--- src/irq_prio_pkg.sv ---
/*
  constants shared by the interrupt priority level block: special-function
  addresses, register masks, reset values, source order and bit positions.
  assumes an 8-bit special-function bus driven by the processor core.
*/
package irq_prio_pkg;

  // ----------------------------------------------------------------------
  // special-function addresses
  // ----------------------------------------------------------------------
  localparam logic [7:0] ADDR_HIGH_BASE = 8'hb7;  // priority_high_base
  localparam logic [7:0] ADDR_LOW_BASE  = 8'hb8;  // priority_low_base, bit addressable
  localparam logic [7:0] ADDR_HIGH_EXT  = 8'hf7;  // priority_high_ext
  localparam logic [7:0] ADDR_LOW_EXT   = 8'hf8;  // priority_low_ext, bit addressable

  // ----------------------------------------------------------------------
  // defined bits and reset values
  // ----------------------------------------------------------------------
  localparam logic [7:0] BASE_MASK  = 8'h7f;  // bits 6..0 defined
  localparam logic [7:0] EXT_MASK   = 8'h0f;  // bits 3..0 defined
  localparam logic [7:0] BASE_RESET = 8'h00;
  localparam logic [7:0] EXT_RESET  = 8'h00;

  // ----------------------------------------------------------------------
  // sources, in fixed order within one level (index 0 served first)
  // ----------------------------------------------------------------------
  localparam int N_SRC = 11;
  localparam int N_EXT = 4;
  localparam logic [3:0] SRC_EXT_IRQ0      = 4'h0;
  localparam logic [3:0] SRC_TIMER0        = 4'h1;
  localparam logic [3:0] SRC_EXT_IRQ1      = 4'h2;
  localparam logic [3:0] SRC_TIMER1        = 4'h3;
  localparam logic [3:0] SRC_COUNTER_ARRAY = 4'h4;
  localparam logic [3:0] SRC_SERIAL_PORT   = 4'h5;
  localparam logic [3:0] SRC_TIMER2        = 4'h6;
  localparam logic [3:0] SRC_FIELDBUS      = 4'h7;  // first extended source
  localparam logic [3:0] SRC_CONVERTER     = 4'h8;
  localparam logic [3:0] SRC_OVERRUN       = 4'h9;
  localparam logic [3:0] SRC_SERIAL_PERIPH = 4'ha;

  // ----------------------------------------------------------------------
  // bit positions in the base registers
  // ----------------------------------------------------------------------
  localparam int BIT_EXT_IRQ0      = 0;
  localparam int BIT_TIMER0        = 1;
  localparam int BIT_EXT_IRQ1      = 2;
  localparam int BIT_TIMER1        = 3;
  localparam int BIT_SERIAL_PORT   = 4;
  localparam int BIT_TIMER2        = 5;
  localparam int BIT_COUNTER_ARRAY = 6;

  typedef logic [1:0] level_t;  // 00 lowest .. 11 highest

endpackage : irq_prio_pkg

--- src/level_arbiter.sv ---
/*
  combinational arbiter: picks the pending source of highest two-bit level,
  lowest index on a tie.
  assumes levels and requests are stable within the cycle; output is not
  registered, the instantiating module registers it.
*/
`timescale 1ns/100ps
module level_arbiter #(
  parameter int N = 11
) (
  input  wire logic [N-1:0]   req,    // pending enabled requests
  input  wire logic [2*N-1:0] levels, // level of source i at [2i+1:2i]
  output logic                found,  // some request pending
  output logic [3:0]          idx,    // winning source
  output logic [1:0]          lvl     // its level
);

  // ----------------------------------------------------------------------
  // scan upward; strict compare keeps the earliest of equal levels
  // ----------------------------------------------------------------------
  always_comb begin
    found = 1'b0;
    idx   = 4'h0;
    lvl   = 2'h0;
    for (int i = 0; i < N; i++) begin
      if (req[i] && (!found || levels[2*i +: 2] > lvl)) begin
        found = 1'b1;
        idx   = 4'(i);
        lvl   = levels[2*i +: 2];
      end
    end
  end

endmodule : level_arbiter

--- src/interrupt_priority_levels.sv ---
/*
  priority level registers of the interrupt system and the arbitration that
  uses them: four 8-bit special-function registers, byte and bit writes,
  registered reads, and a registered choice of the request to serve.
  assumes the core presents already enabled pending requests and tells the
  block whether a routine is in service and at which level.
*/
// Contract
// - two bits per source, 00 lowest, 11 highest
// - serial peripheral level from bit 3 of ext pair
// - overrun level from bit 2 of ext pair
// - converter level from bit 1 of ext pair
// - fieldbus level from bit 0 of ext pair
// - classic sources take msb from base high register
// - reserved bits undefined on read, software writes zero
// - ext registers reset low nibble, low ext bit addressable
// - base high register resets bits 6..0 to zero
// - equal levels served in fixed source order
// - classic lsbs from base low register, same index
`timescale 1ns/100ps
module interrupt_priority_levels
  import irq_prio_pkg::*;
(
  input  wire logic                  clock,       // core clock
  input  wire logic                  nrst,        // synchronous, active low
  input  wire logic [7:0]            sfr_addr,    // special-function address
  input  wire logic                  sfr_wr,      // byte write strobe
  input  wire logic [7:0]            sfr_wdata,   // byte write data
  input  wire logic                  sfr_rd,      // byte read strobe
  input  wire logic                  bit_wr,      // bit write strobe
  input  wire logic [7:0]            bit_addr,    // bit address
  input  wire logic                  bit_val,     // bit value
  input  wire logic [N_SRC-1:0]      req,         // enabled pending requests
  input  wire logic                  svc_active,  // routine in service
  input  wire irq_prio_pkg::level_t  svc_level,   // its level
  output logic [7:0]                 sfr_rdata,   // read data
  output logic                       sfr_rvalid,  // read data valid pulse
  output logic                       irq_take,    // request chosen
  output logic [3:0]                 irq_src,     // chosen source
  output irq_prio_pkg::level_t       irq_lvl      // chosen level
);
  import irq_prio_pkg::*;

  // ----------------------------------------------------------------------
  // register state
  // ----------------------------------------------------------------------
  logic [7:0] high_base_reg, high_base_next;   // priority_high_base
  logic [7:0] low_base_reg,  low_base_next;    // priority_low_base
  logic [7:0] high_ext_reg,  high_ext_next;    // priority_high_ext
  logic [7:0] low_ext_reg,   low_ext_next;     // priority_low_ext
  logic [7:0] rdata_reg,     rdata_next;       // registered read data
  logic       rvalid_reg,    rvalid_next;      // read answer pulse
  logic       take_reg,      take_next;        // arbitration result
  logic [3:0] src_reg,       src_next;
  level_t     lvl_reg,       lvl_next;

  // bit address hits register base when upper five bits match
  function automatic logic bit_hit(input logic [7:0] baddr, input logic [7:0] base);
    bit_hit = (baddr[7:3] == base[7:3]);
  endfunction : bit_hit

  // ----------------------------------------------------------------------
  // register writes
  // ----------------------------------------------------------------------
  // reserved bits are never stored, so a stray write of ones cannot stick
  always_comb begin
    high_base_next = high_base_reg;
    low_base_next  = low_base_reg;
    high_ext_next  = high_ext_reg;
    low_ext_next   = low_ext_reg;
    if (sfr_wr) begin
      case (sfr_addr)
        ADDR_HIGH_BASE: high_base_next = sfr_wdata & BASE_MASK;
        ADDR_LOW_BASE:  low_base_next  = sfr_wdata & BASE_MASK;
        ADDR_HIGH_EXT:  high_ext_next  = sfr_wdata & EXT_MASK;
        ADDR_LOW_EXT:   low_ext_next   = sfr_wdata & EXT_MASK;
        default:        ;                                        // not ours
      endcase
    end
    // single bit operations on the two bit addressable registers
    if (bit_wr && bit_hit(bit_addr, ADDR_LOW_EXT) && EXT_MASK[bit_addr[2:0]]) begin
      low_ext_next[bit_addr[2:0]] = bit_val;
    end
    if (bit_wr && bit_hit(bit_addr, ADDR_LOW_BASE) && BASE_MASK[bit_addr[2:0]]) begin
      low_base_next[bit_addr[2:0]] = bit_val;
    end
  end

  // ----------------------------------------------------------------------
  // reads: unmapped addresses answer zero, reserved bits read zero
  // ----------------------------------------------------------------------
  always_comb begin
    rvalid_next = sfr_rd;
    rdata_next  = rdata_reg;
    if (sfr_rd) begin
      case (sfr_addr)
        ADDR_HIGH_BASE: rdata_next = high_base_reg;
        ADDR_LOW_BASE:  rdata_next = low_base_reg;
        ADDR_HIGH_EXT:  rdata_next = high_ext_reg;
        ADDR_LOW_EXT:   rdata_next = low_ext_reg;
        default:        rdata_next = 8'h00;
      endcase
    end
  end

  // ----------------------------------------------------------------------
  // level vector: two bits per source, msb from high, lsb from low
  // ----------------------------------------------------------------------
  logic [2*N_SRC-1:0] levels;  // level of source i at [2i+1:2i]

  // classic sources, msb and lsb at the same bit index
  always_comb begin
    levels = '0;
    levels[2*SRC_EXT_IRQ0 +: 2] =
      {high_base_reg[BIT_EXT_IRQ0], low_base_reg[BIT_EXT_IRQ0]};
    levels[2*SRC_TIMER0 +: 2] =
      {high_base_reg[BIT_TIMER0], low_base_reg[BIT_TIMER0]};
    levels[2*SRC_EXT_IRQ1 +: 2] =
      {high_base_reg[BIT_EXT_IRQ1], low_base_reg[BIT_EXT_IRQ1]};
    levels[2*SRC_TIMER1 +: 2] =
      {high_base_reg[BIT_TIMER1], low_base_reg[BIT_TIMER1]};
    levels[2*SRC_COUNTER_ARRAY +: 2] =
      {high_base_reg[BIT_COUNTER_ARRAY], low_base_reg[BIT_COUNTER_ARRAY]};
    levels[2*SRC_SERIAL_PORT +: 2] =
      {high_base_reg[BIT_SERIAL_PORT], low_base_reg[BIT_SERIAL_PORT]};
    levels[2*SRC_TIMER2 +: 2] =
      {high_base_reg[BIT_TIMER2], low_base_reg[BIT_TIMER2]};
    // extended sources: fieldbus bit 0 .. serial peripheral bit 3
    for (int k = 0; k < N_EXT; k++) begin
      levels[2*(int'(SRC_FIELDBUS)+k) +: 2] = {high_ext_reg[k], low_ext_reg[k]};
    end
  end

  // ----------------------------------------------------------------------
  // arbitration
  // ----------------------------------------------------------------------
  logic       arb_found;  // some request pending
  logic [3:0] arb_idx;    // winner, earliest on equal levels
  level_t     arb_lvl;    // winner level

  level_arbiter #(.N(N_SRC)) u_arb (
    .req    (req),
    .levels (levels),
    .found  (arb_found),
    .idx    (arb_idx),
    .lvl    (arb_lvl)
  );

  // a routine in service holds off anything not strictly above it
  always_comb begin
    take_next = arb_found && (!svc_active || arb_lvl > svc_level);
    src_next  = arb_found ? arb_idx : src_reg;
    lvl_next  = arb_found ? arb_lvl : lvl_reg;
  end

  // ----------------------------------------------------------------------
  // registers
  // ----------------------------------------------------------------------
  always_ff @(posedge clock) begin
    if (!nrst) begin
      high_base_reg <= BASE_RESET;
      low_base_reg  <= BASE_RESET;
      high_ext_reg  <= EXT_RESET;
      low_ext_reg   <= EXT_RESET;
      rdata_reg     <= 8'h00;
      rvalid_reg    <= 1'b0;
      take_reg      <= 1'b0;
      src_reg       <= 4'h0;
      lvl_reg       <= 2'h0;
    end else begin
      high_base_reg <= high_base_next;
      low_base_reg  <= low_base_next;
      high_ext_reg  <= high_ext_next;
      low_ext_reg   <= low_ext_next;
      rdata_reg     <= rdata_next;
      rvalid_reg    <= rvalid_next;
      take_reg      <= take_next;
      src_reg       <= src_next;
      lvl_reg       <= lvl_next;
    end
  end

  assign sfr_rdata  = rdata_reg;
  assign sfr_rvalid = rvalid_reg;
  assign irq_take   = take_reg;
  assign irq_src    = src_reg;
  assign irq_lvl    = lvl_reg;
endmodule : interrupt_priority_levels

--- config.mk ---
export PLATFORM = sky130hd
export DESIGN_NAME = interrupt_priority_levels
export DESIGN_NICKNAME = d
export VERILOG_FILES = /design/src/irq_prio_pkg.sv /design/src/level_arbiter.sv /design/src/interrupt_priority_levels.sv
export SDC_FILE = /design/constraint.sdc
export NUM_CORES = 1
export LEC_CHECK = 0
export BUFFER_PORTS_ARGS = -buffer_cell sky130_fd_sc_hd__buf_2
export CAP_MARGIN = 10
export CORE_UTILIZATION = 50
export CTS_BUF_LIST = sky130_fd_sc_hd__clkbuf_2
export DETAILED_ROUTE_END_ITERATION = 7
export PLACE_DENSITY = 0.74
export SYNTH_ARGS = -nofsm -noshare
export SYNTH_HDL_FRONTEND = slang
export SYNTH_SLANG_ARGS = --single-unit
--- constraint.sdc ---
create_clock -name clock -period 16 [get_ports clock]
set_input_delay 1.6 -clock clock [delete_from_list [all_inputs] [get_ports clock]]
set_output_delay 1.6 -clock clock [all_outputs]
set_load 0.005 [all_outputs]
==> impl_metrics.py <==
metrics = {
    "setup_path": {
        "slowest_delay_ns": 0.36,
        "path_common_cell": "ha_1",
        "path_delay_family": "compound AO/OA/AOI/OAI gates",
        "critPathBufInv": 1,
        "cp.required_ns": 16.30,
        "crit_arrival_ns": 14.08,
        "worst_path_max_delay_cell": "a21boi_1",
        "cp.depth": 66,
        "worstSetupStartpointType": "input port",
        "worst-setup-path-type": "in -> reg",
        "rr_worst_depth": 64,
        "critical_path_peak_fanout": 10,
        "crit_path_end_kind": "flip-flop",
    },
    "timing": {
        "finalCritPeriodShare_pct": 86.11,
        "max_slew.worst_pin.slew_ns": 0.9718,
        "tns_ns": 0,
        "hold_violations": 0,
        "rsz0062_at_grt": "no",
        "period_minus_slack_ns": 13.78,
        "fmax_mhz": 72.58,
        "maxSlewViolCount": 0,
        "timing.final.ws_setup_ns": 2.222,
        "maxSlewHeadroom_pct": 34.81,
        "clock_skew_ns": 0.02144,
        "setup_viol": 0,
    },
    "floorplanning": {
        "start_util_pct": 52.75,
        "die_h_um": 78.69,
        "std_cell_rows": 27,
        "coreArea_mm2": 0.005574,
        "ios": 60,
        "die_area_mm2": 0.006191,
        "die_w_um": 78.69,
    },
    "clocking": {
        "h-tree-depth": 2,
        "clockBufferDepth": 2,
        "cts_tree": "built",
        "holdBufCountCts": 0,
        "post_cts_buffers": 0,
        "cts_resized": 0,
        "clk_latency_ns": 0.43,
        "clk_pin_slew_ns": 0.23,
        "numCtsBuffers": 5,
        "cts_root_buffer": "clkbuf_2",
        "cts.sinks": 43,
    },
    "yosys": {
        "yosys-top-cells-area": "dfxtp_1, mux2i_1, ha_1, nor2_1, a22oi_1",
        "synth_top_area_share_pct": 29.28,
        "yosys.area.top_type": "dfxtp_1",
        "synthTopCellsByCount": "dfxtp_1, nor2_1, nand2_1",
        "synth_edf_count": 0,
        "synth_area_mm2": 0.002940,
        "yosysWarnings": 0,
        "synthesis.nets": 421,
        "synth.avg_cell_area_um2": 8.168,
        "synth_ff_type": "dfxtp_1",
        "ys_ff_latch": 43,
        "async_flop_share_pct": 0,
        "synth_cell_types": 68,
        "synth_most_common_cell": "dfxtp_1",
        "seq_area_frac_synth_pct": 29.28,
        "synthCells": 360,
    },
    "flow_run": {
        "maxCapViolCount": 0,
    },
    "pwr": {
        "ir_drop_v": 0.00004549,
        "total_power_mw": 0.2020,
        "power.density_mw_per_mm2": 61.33,
        "p_leak_nw": 1.431,
    },
    "routing": {
        "drtIter0Drc": 198,
        "viasPerCell": 5.884,
        "routed_wl_um": 7071,
        "ant_nets": 0,
        "vias": 2842,
        "first_pass_iters": 5,
        "drcViolationCount": 0,
        "wire_per_inst_um": 14.64,
    },
    "run_status": {
        "run_status": "finished, final reports clean",
    },
    "placed_design": {
        "dp_slack_ns": 1.806,
        "hpwl_um": 5422,
        "port_buffers": 58,
        "place_congestion": 0.8380,
    },
    "global_routing": {
        "grt_pass1_vias": 2376,
        "overflow": 0,
        "antenna_found_initial": 0,
        "grt_use_total_pct": 23.23,
        "grt_max_degree": 35,
        "grt_pass1_wl_um": 11270,
    },
    "finish": {
        "syn2layout_area_growth_pct": 12.04,
        "filler_cell_count": 524,
        "fin_nets": 471,
        "multiInputGateArea_mm2": 0.001929,
        "diodes": 0,
        "regArea_um2": 860.8,
        "drive_gt1_share_pct": 21.17,
    },
    "min_path": {
        "whs_path_depth": 2,
        "hp-class": "reg -> reg",
    },
}
final cells by class:
type                            count  share of cell area, %
Tap cell                           72                  2.735
Inverter                           18                  2.051
Multi-Input combinational cell    283                  58.56
Sequential cell                    43                  26.13
Timing Repair Buffer               59                  9.039
Clock buffer                        5                 0.7596
Clock inverter                      3                 0.7216
per-layer routing:
metal	track usage [%]	wire length (um)	vias to the layer above
li1	-	-	1446
met1	31.70	3364	1305
met5	0	0	-
met4	4.815	26	0
met2	37.83	3283	87
met3	4.419	397	4
where the power goes:
group | total (mW) | switching, mW | leakage, nW | internal [mW]
Sequential | 0.111 | 0.00109 | 0.348 | 0.110
Combinational | 0.0397 | 0.0226 | 1.06 | 0.0171
Clock | 0.0515 | 0.0403 | 0.0256 | 0.0112
Total | 0.202 | 0.0639 | 1.43 | 0.138
placed cells by master (no fill, tap or decap), types with 2 or more instances in the layout:
cell type,count
nand2b_1,2
or3_1,3
mux2i_1,22
o221a_1,2
nor4_1,2
buf_2,58
inv_1,16
a22oi_1,16
nor3_1,6
a31oi_1,2
and3_1,7
a221oi_1,4
a21o_1,7
ha_1,17
o211ai_1,3
o21a_1,2
nand3_1,21
clkinvlp_4,2
o22a_1,2
dfxtp_1,43
clkinv_1,2
o21bai_1,2
o311a_1,4
mux2_2,2
nor2b_1,7
o21ai_0,17
o211ai_2,3
o31a_1,2
o31ai_1,2
a21oi_1,19
clkbuf_2,5
a211oi_1,4
nand2_1,29
nor2_1,42
worst paths after layout:
kind                         start          to  slack (ns)
setup / recovery            req[0]    irq_take        2.22
hold / removal          irq_src[2]  irq_src[2]        0.47
setup reg to reg  high_base_reg[1]    irq_take        3.16
hold reg to reg         irq_src[2]  irq_src[2]        0.47
cell families (layout without fill, tap and decap cells):
family                   Yosys count  count (layout)  share of synthesized area (%)
multiplexers                      24              24                          8.255
buffers and inverters             34              85                          5.106
adder cells (fa/ha/maj)           17              17                          7.234
flip-flops                        43              43                          29.28
AO/OA/AOI/OAI                    109             109                          27.75
AND/OR/NAND/NOR                  133             133                          22.38
tightest hold or removal path, stage by stage (launching register included):
cell and delay (ns):
dfxtp_1 0.37, nand2_1 0.05, a21oi_1 0.05
stage by stage:
step	hold WS (ns)	utilization, %	area (um^2)	cells
after CTS	0.4720	59.10	3294	483
after global placement	0.4387	58.23	3246	475
after global routing	0.4977	59.10	3294	483
final	0.4731	59.10	3294	483
after detailed placement	0.4446	58.23	3246	475
after floorplan	0.4467	-	2940	360
Power figures use the tool's default switching activity.
